### src/core/cdpx_cfg.svh
// Purpose: Offsets, field positions, reset values and counts for the waveform extension.
// Assumes: Included by its bare name from the package users.
// Notes: Definitions only.
`ifndef CDPX_CFG_SVH
`define CDPX_CFG_SVH
`define CDPX_OFF_CTRL 8'h00
`define CDPX_OFF_FAULT 8'h04
`define CDPX_OFF_STATUS 8'h08
`define CDPX_OFF_MASK 8'h0c
`define CDPX_OFF_DT_LS_BUF 8'h10
`define CDPX_OFF_DT_HS_BUF 8'h14
`define CDPX_OFF_OVR 8'h18
`define CDPX_OFF_PAT_BUF 8'h1c
`define CDPX_OFF_DT_ACT 8'h20
`define CDPX_OFF_FLT_SEL 8'h24
`define CDPX_CTRL_DTI_EN 0
`define CDPX_CTRL_PGM_EN 1
`define CDPX_CTRL_CWCM 2
`define CDPX_CTRL_DTHALT 3
`define CDPX_ST_FAULT 0
`define CDPX_ST_UPDATE 1
`define CDPX_ST_DTSTALL 2
`define CDPX_FLT_LATCHED 0
`define CDPX_RST_CTRL 4'h0
`define CDPX_RST_DT 8'h00
`define CDPX_RST_OVR 8'h00
`define CDPX_RST_PAT 8'h00
`define CDPX_RST_MASK 3'h0
`define CDPX_RST_FLT_SEL 8'h00
`define CDPX_NUM_CH 4
`define CDPX_NUM_PINS 8
`define CDPX_NUM_EVT 8
`endif

### src/core/cdpx_pkg.sv
// Purpose: Types shared by the waveform extension files.
// Assumes: 32-bit data on the register bus.
// Notes: Numbers live in the cfg header.
package cdpx_pkg;
    typedef struct packed {
        logic [7:0] pin_val;
        logic [7:0] pin_ovr;
    } cdpx_port_t;
    typedef enum logic [1:0] {
        CDPX_DT_IDLE = 2'b00,
        CDPX_DT_WAIT = 2'b01,
        CDPX_DT_DRIVE = 2'b11
    } cdpx_dt_state_t;
    typedef enum logic [1:0] {
        CDPX_RESP_OKAY = 2'b00,
        CDPX_RESP_SLVERR = 2'b10
    } cdpx_resp_t;
endpackage

### src/core/cdpx_dead_time_inserter.sv
// Purpose: One dead-time unit: splits a waveform into low-side and high-side outputs.
// Assumes: Dead times counted in clock cycles; zero gives no gap.
// Notes: Neither output is active while the gap runs.
`timescale 1ns/10ps
`include "cdpx_cfg.svh"
module cdpx_dead_time_inserter (
    input wire logic mclk,
    input wire logic reset_n,
    input wire logic waveform_output,
    input wire logic [7:0] dt_ls,
    input wire logic [7:0] dt_hs,
    output logic low_side_output,
    output logic high_side_output,
    output logic in_dead_time
);
    import cdpx_pkg::*;
    cdpx_dt_state_t state_ff;
    cdpx_dt_state_t nxt_state;
    logic [7:0] cnt_ff;
    logic [7:0] nxt_cnt;
    logic level_ff;
    logic nxt_level;
    logic edge_seen;
    logic [7:0] gap;

    // A change of the waveform starts a gap sized for the side about to turn on.
    assign edge_seen = waveform_output != level_ff;
    assign gap = waveform_output ? dt_ls : dt_hs;

    // Gap sequencing.
    always_comb begin
        nxt_state = state_ff;
        nxt_cnt = cnt_ff;
        nxt_level = level_ff;
        if (edge_seen) begin
            nxt_level = waveform_output;
            nxt_cnt = gap;
            nxt_state = (gap == 8'h00) ? CDPX_DT_DRIVE : CDPX_DT_WAIT;
        end else begin
            case (state_ff)
                CDPX_DT_WAIT: begin
                    nxt_cnt = cnt_ff - 8'h01;
                    if (cnt_ff == 8'h01) begin
                        nxt_state = CDPX_DT_DRIVE;
                    end
                end
                default: begin
                    nxt_state = CDPX_DT_DRIVE;
                end
            endcase
        end
    end

    // State registers.
    always_ff @(posedge mclk or negedge reset_n) begin
        if (!reset_n) begin
            state_ff <= CDPX_DT_IDLE;
            cnt_ff <= `CDPX_RST_DT;
            level_ff <= 1'b0;
        end else begin
            state_ff <= nxt_state;
            cnt_ff <= nxt_cnt;
            level_ff <= nxt_level;
        end
    end

    // Low side follows the waveform, high side its inverse, both off in the gap.
    assign low_side_output = (state_ff == CDPX_DT_DRIVE) & level_ff; // RULE4 RULE14
    assign high_side_output = (state_ff == CDPX_DT_DRIVE) & ~level_ff; // RULE4 RULE14
    assign in_dead_time = (state_ff == CDPX_DT_WAIT);
endmodule

### src/core/cdpx_top.sv
// Purpose: Complementary dead-time, pattern and fault extension of a 16-bit timer.
// Assumes: AXI4-Lite slave with one write and one read at a time; timer inputs synchronous.
// Notes: Port outputs replace pins where pin_ovr is high.
// What this block does
// RULE1: Extension acts only in waveform generation mode.
// RULE2: Any feature on splits outputs into pairs.
// RULE3: Four dead-time units, one per channel.
// RULE4: Low side follows waveform, high side inverts.
// RULE5: Separate 8-bit low and high dead times.
// RULE6: Dead times double buffered before use.
// RULE7: Optionally halt timer during dead time.
// RULE8: Unit outputs replace selected port pins.
// RULE9: Pattern unit drives synchronized port pattern.
// RULE10: Pattern double buffered until transfer.
// RULE11: Optionally spread channel A over pins.
// RULE12: Pattern mode bypasses dead-time units.
// RULE13: Selected event fault disables outputs immediately; here the registered pin values clear one clock after the event.
// RULE14: Dead time counts clocks, both sides off.
// RULE15: Buffers transfer at the timer update.
// RULE16: Fault stays latched until written clear.
//
// Added by the designer: the register addresses and the AXI4-Lite slave port.
`timescale 1ns/10ps
`include "cdpx_cfg.svh"
module cdpx_top (
    input wire logic mclk,
    input wire logic reset_n,
    input wire logic [31:0] s_axi_awaddr,
    input wire logic s_axi_awvalid,
    output logic s_axi_awready,
    input wire logic [31:0] s_axi_wdata,
    input wire logic [3:0] s_axi_wstrb,
    input wire logic s_axi_wvalid,
    output logic s_axi_wready,
    output logic [1:0] s_axi_bresp,
    output logic s_axi_bvalid,
    input wire logic s_axi_bready,
    input wire logic [31:0] s_axi_araddr,
    input wire logic s_axi_arvalid,
    output logic s_axi_arready,
    output logic [31:0] s_axi_rdata,
    output logic [1:0] s_axi_rresp,
    output logic s_axi_rvalid,
    input wire logic s_axi_rready,
    input wire logic [3:0] waveform_output,
    input wire logic wg_mode,
    input wire logic timer_update,
    input wire logic [7:0] event_in,
    output logic timer_halt,
    output cdpx_pkg::cdpx_port_t port_c_waveform_extension,
    output logic irq
);
    import cdpx_pkg::*;

    logic [3:0] ctrl_ff;
    logic [7:0] dt_ls_buf_ff;
    logic [7:0] dt_hs_buf_ff;
    logic [7:0] dt_ls_ff;
    logic [7:0] dt_hs_ff;
    logic dt_pend_ff;
    logic [7:0] ovr_ff;
    logic [7:0] pat_buf_ff;
    logic [7:0] pat_ff;
    logic pat_pend_ff;
    logic [7:0] flt_sel_ff;
    logic fault_ff;
    logic [2:0] status_ff;
    logic [2:0] mask_ff;
    logic irq_ff;
    logic timer_halt_ff;
    cdpx_port_t port_ff;
    logic aw_ff;
    logic w_ff;
    logic [7:0] awaddr_ff;
    logic [31:0] wdata_ff;
    logic [3:0] wstrb_ff;
    logic bvalid_ff;
    logic [1:0] bresp_ff;
    logic rvalid_ff;
    logic [31:0] rdata_ff;
    logic [1:0] rresp_ff;

    // Byte-lane write merge for the low byte of a register.
    function automatic logic [7:0] lane0(input logic [7:0] old, input logic [31:0] d, input logic [3:0] s);
        lane0 = s[0] ? d[7:0] : old;
    endfunction

    // Write channel capture, in either order.
    wire wr_go = aw_ff & w_ff & ~bvalid_ff;
    wire aw_take = s_axi_awvalid & ~aw_ff & ~bvalid_ff;
    wire w_take = s_axi_wvalid & ~w_ff & ~bvalid_ff;
    wire ar_take = s_axi_arvalid & ~rvalid_ff;
    wire wr_ctrl = wr_go && awaddr_ff == `CDPX_OFF_CTRL;
    wire wr_fault = wr_go && awaddr_ff == `CDPX_OFF_FAULT;
    wire wr_status = wr_go && awaddr_ff == `CDPX_OFF_STATUS;
    wire wr_mask = wr_go && awaddr_ff == `CDPX_OFF_MASK;
    wire wr_dtls = wr_go && awaddr_ff == `CDPX_OFF_DT_LS_BUF;
    wire wr_dths = wr_go && awaddr_ff == `CDPX_OFF_DT_HS_BUF;
    wire wr_ovr = wr_go && awaddr_ff == `CDPX_OFF_OVR;
    wire wr_pat = wr_go && awaddr_ff == `CDPX_OFF_PAT_BUF;
    wire wr_fsel = wr_go && awaddr_ff == `CDPX_OFF_FLT_SEL;
    wire wr_hit = wr_ctrl | wr_fault | wr_status | wr_mask | wr_dtls | wr_dths | wr_ovr | wr_pat | wr_fsel;

    // Mode decode.
    wire dti_en = ctrl_ff[`CDPX_CTRL_DTI_EN];
    wire pgm_en = ctrl_ff[`CDPX_CTRL_PGM_EN];
    wire cwcm = ctrl_ff[`CDPX_CTRL_CWCM];
    wire ext_on = wg_mode & (dti_en | pgm_en | cwcm); // RULE1 RULE2
    wire fault_evt = |(event_in & flt_sel_ff); // RULE13
    wire fault_now = fault_ff | fault_evt; // RULE13

    // Dead-time units, one per compare channel.
    logic [3:0] ls_w;
    logic [3:0] hs_w;
    logic [3:0] dt_busy;
    genvar gi;
    generate
        for (gi = 0; gi < `CDPX_NUM_CH; gi++) begin : g_dti
            cdpx_dead_time_inserter u_dti ( // RULE3
                .mclk(mclk),
                .reset_n(reset_n),
                .waveform_output(waveform_output[gi]),
                .dt_ls(dt_ls_ff),
                .dt_hs(dt_hs_ff),
                .low_side_output(ls_w[gi]),
                .high_side_output(hs_w[gi]),
                .in_dead_time(dt_busy[gi])
            );
        end
    endgenerate

    // Pin values: pattern mode bypasses the pairs, channel A spread optional.
    logic [7:0] pair_pins;
    generate
        for (gi = 0; gi < `CDPX_NUM_CH; gi++) begin : g_pair
            assign pair_pins[2*gi] = ls_w[gi]; // RULE4
            assign pair_pins[2*gi+1] = hs_w[gi]; // RULE4
        end
    endgenerate
    wire [7:0] src_pins = cwcm ? {8{pair_pins[0]}} : pair_pins; // RULE11
    wire [7:0] sel_val = pgm_en ? pat_ff : src_pins; // RULE9 RULE12
    wire [7:0] nxt_val = fault_now ? 8'h00 : sel_val; // RULE13
    wire [7:0] nxt_ovr = ext_on ? (cwcm ? 8'hff : ovr_ff) : 8'h00; // RULE8 RULE11 RULE1
    wire nxt_halt = ext_on & ctrl_ff[`CDPX_CTRL_DTHALT] & dti_en & ~pgm_en & (|dt_busy); // RULE7

    // Status events.
    wire [2:0] evt = {nxt_halt, timer_update, fault_evt};
    wire [2:0] nxt_status = (status_ff & ~(wr_status && wstrb_ff[0] ? wdata_ff[2:0] : 3'h0)) | evt;

    // Register read decode.
    wire [7:0] ra = s_axi_araddr[7:0];
    logic [31:0] rd_val;
    logic rd_ok;
    always_comb begin
        rd_ok = 1'b1;
        rd_val = 32'h0;
        if (ra == `CDPX_OFF_CTRL) begin
            rd_val = {28'h0, ctrl_ff};
        end else if (ra == `CDPX_OFF_FAULT) begin
            rd_val = {31'h0, fault_ff};
        end else if (ra == `CDPX_OFF_STATUS) begin
            rd_val = {29'h0, status_ff};
        end else if (ra == `CDPX_OFF_MASK) begin
            rd_val = {29'h0, mask_ff};
        end else if (ra == `CDPX_OFF_DT_LS_BUF) begin
            rd_val = {24'h0, dt_ls_buf_ff};
        end else if (ra == `CDPX_OFF_DT_HS_BUF) begin
            rd_val = {24'h0, dt_hs_buf_ff};
        end else if (ra == `CDPX_OFF_OVR) begin
            rd_val = {24'h0, ovr_ff};
        end else if (ra == `CDPX_OFF_PAT_BUF) begin
            rd_val = {24'h0, pat_buf_ff};
        end else if (ra == `CDPX_OFF_DT_ACT) begin
            rd_val = {16'h0, dt_hs_ff, dt_ls_ff};
        end else if (ra == `CDPX_OFF_FLT_SEL) begin
            rd_val = {24'h0, flt_sel_ff};
        end else begin
            rd_ok = 1'b0;
        end
    end

    // Bus handshake registers.
    always_ff @(posedge mclk or negedge reset_n) begin
        if (!reset_n) begin
            aw_ff <= 1'b0;
            w_ff <= 1'b0;
            awaddr_ff <= 8'h00;
            wdata_ff <= 32'h0;
            wstrb_ff <= 4'h0;
            bvalid_ff <= 1'b0;
            bresp_ff <= 2'b00;
        end else begin
            if (aw_take) begin
                aw_ff <= 1'b1;
                awaddr_ff <= s_axi_awaddr[7:0];
            end
            if (w_take) begin
                w_ff <= 1'b1;
                wdata_ff <= s_axi_wdata;
                wstrb_ff <= s_axi_wstrb;
            end
            if (wr_go) begin
                aw_ff <= 1'b0;
                w_ff <= 1'b0;
                bvalid_ff <= 1'b1;
                bresp_ff <= wr_hit ? CDPX_RESP_OKAY : CDPX_RESP_SLVERR;
            end else if (s_axi_bready) begin
                bvalid_ff <= 1'b0;
            end
        end
    end

    // Read channel.
    always_ff @(posedge mclk or negedge reset_n) begin
        if (!reset_n) begin
            rvalid_ff <= 1'b0;
            rdata_ff <= 32'h0;
            rresp_ff <= 2'b00;
        end else if (ar_take) begin
            rvalid_ff <= 1'b1;
            rdata_ff <= rd_val;
            rresp_ff <= rd_ok ? CDPX_RESP_OKAY : CDPX_RESP_SLVERR;
        end else if (s_axi_rready) begin
            rvalid_ff <= 1'b0;
        end
    end

    // Software-written configuration.
    always_ff @(posedge mclk or negedge reset_n) begin
        if (!reset_n) begin
            ctrl_ff <= `CDPX_RST_CTRL;
            mask_ff <= `CDPX_RST_MASK;
            ovr_ff <= `CDPX_RST_OVR;
            flt_sel_ff <= `CDPX_RST_FLT_SEL;
        end else begin
            if (wr_ctrl) ctrl_ff <= 4'(lane0({4'h0, ctrl_ff}, wdata_ff, wstrb_ff));
            if (wr_mask) mask_ff <= 3'(lane0({5'h0, mask_ff}, wdata_ff, wstrb_ff));
            if (wr_ovr) ovr_ff <= lane0(ovr_ff, wdata_ff, wstrb_ff);
            if (wr_fsel) flt_sel_ff <= lane0(flt_sel_ff, wdata_ff, wstrb_ff);
        end
    end

    // Double buffers move to active at the timer update.
    always_ff @(posedge mclk or negedge reset_n) begin
        if (!reset_n) begin
            dt_ls_buf_ff <= `CDPX_RST_DT;
            dt_hs_buf_ff <= `CDPX_RST_DT;
            dt_ls_ff <= `CDPX_RST_DT;
            dt_hs_ff <= `CDPX_RST_DT;
            dt_pend_ff <= 1'b0;
            pat_buf_ff <= `CDPX_RST_PAT;
            pat_ff <= `CDPX_RST_PAT;
            pat_pend_ff <= 1'b0;
        end else begin
            if (wr_dtls) dt_ls_buf_ff <= lane0(dt_ls_buf_ff, wdata_ff, wstrb_ff); // RULE5
            if (wr_dths) dt_hs_buf_ff <= lane0(dt_hs_buf_ff, wdata_ff, wstrb_ff); // RULE5
            if (wr_pat) pat_buf_ff <= lane0(pat_buf_ff, wdata_ff, wstrb_ff);
            if (timer_update && dt_pend_ff) begin
                dt_ls_ff <= dt_ls_buf_ff; // RULE6 RULE15
                dt_hs_ff <= dt_hs_buf_ff; // RULE6 RULE15
            end
            if (timer_update && pat_pend_ff) pat_ff <= pat_buf_ff; // RULE10 RULE15
            dt_pend_ff <= (wr_dtls | wr_dths) | (dt_pend_ff & ~timer_update);
            pat_pend_ff <= wr_pat | (pat_pend_ff & ~timer_update);
        end
    end

    // Fault latch, set wins over a clear write.
    always_ff @(posedge mclk or negedge reset_n) begin
        if (!reset_n) begin
            fault_ff <= 1'b0;
        end else begin
            fault_ff <= fault_evt | (fault_ff & ~(wr_fault && wstrb_ff[0] && wdata_ff[`CDPX_FLT_LATCHED])); // RULE16
        end
    end

    // Outputs, status and interrupt.
    always_ff @(posedge mclk or negedge reset_n) begin
        if (!reset_n) begin
            status_ff <= 3'h0;
            irq_ff <= 1'b0;
            timer_halt_ff <= 1'b0;
            port_ff <= '0;
        end else begin
            status_ff <= nxt_status;
            irq_ff <= |(nxt_status & mask_ff);
            timer_halt_ff <= nxt_halt;
            port_ff.pin_val <= nxt_val;
            port_ff.pin_ovr <= nxt_ovr;
        end
    end

    assign s_axi_awready = aw_take;
    assign s_axi_wready = w_take;
    assign s_axi_bvalid = bvalid_ff;
    assign s_axi_bresp = bresp_ff;
    assign s_axi_arready = ar_take;
    assign s_axi_rvalid = rvalid_ff;
    assign s_axi_rdata = rdata_ff;
    assign s_axi_rresp = rresp_ff;
    assign port_c_waveform_extension = port_ff;
    assign timer_halt = timer_halt_ff;
    assign irq = irq_ff;
endmodule

### config.mk
export PLATFORM = sky130hd
export DESIGN_NAME = cdpx_top
export DESIGN_NICKNAME = d
export VERILOG_FILES = /design/src/core/cdpx_pkg.sv /design/src/core/cdpx_dead_time_inserter.sv /design/src/core/cdpx_top.sv
export VERILOG_INCLUDE_DIRS = /design/src /design/src/core
export SDC_FILE = /design/constraint.sdc
export NUM_CORES = 1
export LEC_CHECK = 0
export BUFFER_PORTS_ARGS = -buffer_cell sky130_fd_sc_hd__buf_2
export CAP_MARGIN = 15
export CORE_ASPECT_RATIO = 0.7
export CORE_MARGIN = 1
export CORE_UTILIZATION = 56
export CTS_CLUSTER_SIZE = 24
export DETAILED_ROUTE_END_ITERATION = 12
export PLACE_DENSITY = 0.83
export SYNTH_ARGS = -nofsm -noshare
export SYNTH_HDL_FRONTEND = slang
export SYNTH_SLANG_ARGS = --single-unit
### constraint.sdc
create_clock -name mclk -period 2.2 [get_ports mclk]
set_clock_uncertainty 0.05 [all_clocks]
set_input_delay 0.11 -clock mclk [delete_from_list [all_inputs] [get_ports mclk]]
set_output_delay 0.11 -clock mclk [all_outputs]
set_load 0.005 [all_outputs]
==> run summary <==
global-route wire length before repair: 38200 µm
placer's final routability congestion estimate: 0.938
clock latency reported for the late side of the worst-skew pair: 0.44 ns
number of vias after detailed routing: 7328
row count: 38
NetSw: 2.77 mW
sequential-to-total area share from yosys stat: 49.4%
worst hold path class: primary input to flop
register share of total power: 47.1%
Static Leakage: 5.07 nW
Tightest Pin Transition: 0.784 ns
setup violators final: 0
via count of the first global-routing pass: 6956
Detail Route Antenna Nets: 0
worst path bufs/invs: 0
total area of sequential cells: 4450 µm²
clock input transition at the sequential cells of the worst setup and hold paths: 0.07 ns
Worst Path Arrival: 2.29 ns
Via density: 6.14
worst slack on hold paths: 0.0489 ns
top-level port count: 180
Hold Path Cell Cnt: 4
initial core utilization: 57.8%
number of buffers added by the clock tree synthesis step: 17
endpoints failing hold: 0
cell with the biggest individual delay on the critical path: sky130_fd_sc_hd__a221oi_1
cells along the critical path: a22oi_1 > nand4_1 > or2_2 > a221oi_1
capturing element type of the critical path: flop
critical path's top delay family: compound AO/OA/AOI/OAI gates
layout cells sized above 1: 28.2%
Data required, critical path: 2.41 ns
multi-input logic area: 4230 µm²
minimum clock period after layout: 2.08 ns
wire length after detailed routing: 24700 µm
CTS tree: built
maximum number of pins on one net before global-route repair: 56
synthesis-stage register bit count: 178
final-stage net count: 1109
maximum single-stage delay on the critical path: 0.51 ns
Bufs on Longest Clock Path: 2
setup repair after global routing missed its margin: no
Peak Freq: 481 MHz
total core area: 15600 µm²
pwr dens: 833 nW/µm²
number of buffer cells added on primary ports: 86
P&R area growth vs syn: 18.6%
Combinational Power Share: 18.6%
critical path class: flop to flop
DR iter-0 viols: 791
die width: 154 µm
launching point of the worst reg2reg path: flt_sel_ff[2]
Worst Hold Launch: wg_mode
Worst R2R Path Depth: 4
portion of the clock cycle consumed by the worst path in the final layout: 94.6%
internal cell power: 6.14 mW
result of the run: finished, final reports clean
number of enable flip-flop cells after synthesis: 0
per-instance average area after synthesis: 10.7 µm²
number of levels the H-tree was split into: 4
register-to-register setup slack: 0.12 ns
Mapped Area: 9020 µm²
remaining design rule violation count: 0
max-slew violation count: 0
overall track demand over capacity in global routing: 30.8%
post-layout total power: 8.91 mW
total negative slack: 0 ns
biggest fanout along the worst timing path: 8
floorplan die area: 16600 µm²
per-cell routed wire length: 20.7 µm
Top FF cell, synth: sky130_fd_sc_hd__dfrtp_1
global-route congestion overflow total: 0
initial antenna violation count: 1
number of warnings reported in the yosys synthesis log: 0
power share of the clock group: 34.2%
router iterations before antenna repair: 5
startpoint type of the worst setup path: flop
VDD IR max: 0.000828 V
number of violations of the max-capacitance limit: 0
share of flip-flops with an asynchronous set or reset after synthesis: 100%
critical register-to-register path endpoint: port_c_waveform_extension[13]
worst slew slack as a fraction of its limit: 47.6%
most common cell after layout, fill and taps aside: sky130_fd_sc_hd__dfrtp_1
Post-Place Worst Slack: 0.160 ns
top library cells by usage in the layout, fill and taps aside: sky130_fd_sc_hd__dfrtp_1 (178), sky130_fd_sc_hd__mux2_2 (94), sky130_fd_sc_hd__buf_2 (85)
Yosys cell types: 65
clock root buffer: sky130_fd_sc_hd__clkbuf_16
number of fillers in the final layout: 1150
die boundary height: 108 µm
Worst Setup Slack, final: 0.119 ns
Hold Path Sink: port_c_waveform_extension[2]
switching part of the total: 31.1%
post-detail-place hpwl: 17100 µm
clk sinks: 178
cell count after synthesis: 845
==> per-stage QoR <==
step,std cells,utilization (%),instance area [µm²]
floorplan,865,-,9090
CTS,1193,68.5,10700
detailed placement,1134,63.0,9830
global placement,1134,63.0,9830
finish,1194,68.6,10700
global route,1193,68.6,10700
==> routing by layer <==
metal  vias to the layer above  part of all wire [%]  global-route usage, %
li1                       3292                     -                      -
met1                      3599                    44                   45.0
met2                       400                    42                   42.8
met3                        37                    12                   11.0
met4                         0                   2.0                   8.93
met5                         -                     0                      0
==> power by group through the flow <==
stage          combinational, mW  clock, mW  sequential (mW)
6_report                    1.66       3.05             4.20
3_5_place_dp                1.58          0             4.21
5_1_grt                     1.81       3.22             4.24
2_1_floorplan               1.04          0             4.02
3_3_place_gp                1.53          0             4.19
4_1_cts                     1.63       3.08             4.15
==> timing repair <==
action | 4_1_cts | 5_1_grt
hold buffers | 27 | 0
endpoints found under the hold margin | 83 | 0
gates resized for setup | 0 | 2
endpoints found under the setup margin | 0 | 3
buffers inserted | 0 | 0
==> sequential cells by signal (all words and copies together) (netlist names), 3 cells and up <==
| signal | flops |
|---|---|
| flt_sel_ff | 8 |
| g_dti.u_dti.level_ff | 4 |
| ovr_ff | 8 |
| s_axi_rdata | 16 |
| g_dti.u_dti.state_ff | 8 |
| pat_buf_ff | 8 |
| wdata_ff | 8 |
| ctrl_ff | 4 |
| awaddr_ff | 8 |
| port_c_waveform_extension | 16 |
| dt_ls_buf_ff | 8 |
| g_dti.u_dti.cnt_ff | 32 |
| dt_hs_ff | 8 |
| dt_hs_buf_ff | 8 |
| pat_ff | 8 |
| mask_ff | 3 |
| dt_ls_ff | 8 |
| status_ff | 3 |
==> cell families after synthesis <==
group	count (synthesis)	share of synthesized area, %
xor gates and xnor gates	30	2.91
muxes	117	14.4
other	2	0.0833
AOI/OAI and AO/OA	195	14.2
DFF	178	49.4
buffers and inverters	92	4.59
adders and majority gates	8	1.11
and+or+nand+nor	223	13.2
==> layout make-up <==
| class | instances | share of cell area (%) |
|---|---|---|
| Clock inverter | 11 | 1.08 |
| Clock buffer | 21 | 4.40 |
| Antenna cell | 1 | 0.0234 |
| Tap cell | 200 | 2.34 |
| Timing Repair Buffer | 158 | 9.88 |
| Multi-Input combinational cell | 595 | 39.6 |
| Inverter | 30 | 1.05 |
| Sequential cell | 178 | 41.6 |
==> worst max path at each step <==
stage	cells after the start	start	end
floorplan	5	s_axi_bvalid	dt_hs_buf_ff[0]
global placement	4	awaddr_ff[4]	flt_sel_ff[7]
detailed placement	6	s_axi_araddr[5]	s_axi_rdata[1]
CTS	7	s_axi_araddr[6]	s_axi_rdata[1]
global route	5	g_dti[0].u_dti.cnt_ff[4]	g_dti[0].u_dti.cnt_ff[7]
finish	4	flt_sel_ff[2]	port_c_waveform_extension[13]
==> worst min-delay path: stages <==
cell,delay [ns]
sky130_fd_sc_hd__buf_2,0.11
sky130_fd_sc_hd__o31ai_1,0.07
sky130_fd_sc_hd__buf_4,0.16
sky130_fd_sc_hd__nor2_1,0.05
==> Yosys cell counts, types with 12 or more instances <==
| master | n | area share (%) |
|---|---|---|
| sky130_fd_sc_hd__clkbuf_1 | 38 | 1.6 |
| sky130_fd_sc_hd__nand3_1 | 15 | 0.83 |
| sky130_fd_sc_hd__or2_2 | 12 | 0.83 |
| sky130_fd_sc_hd__dfrtp_1 | 178 | 49 |
| sky130_fd_sc_hd__a21o_1 | 12 | 1.0 |
| sky130_fd_sc_hd__nor2b_1 | 13 | 0.90 |
| sky130_fd_sc_hd__xnor2_1 | 19 | 1.8 |
| sky130_fd_sc_hd__nand2_1 | 41 | 1.7 |
| sky130_fd_sc_hd__inv_1 | 29 | 1.2 |
| sky130_fd_sc_hd__buf_4 | 18 | 1.5 |
| sky130_fd_sc_hd__nor3_1 | 20 | 1.1 |
| sky130_fd_sc_hd__a21oi_1 | 37 | 2.1 |
| sky130_fd_sc_hd__nor2_1 | 55 | 2.3 |
| sky130_fd_sc_hd__mux2_2 | 94 | 12 |
| sky130_fd_sc_hd__o21ai_0 | 56 | 3.1 |
| sky130_fd_sc_hd__o211ai_1 | 14 | 1.2 |
| sky130_fd_sc_hd__mux2i_1 | 22 | 2.4 |
(Power assumes the default switching activity.)
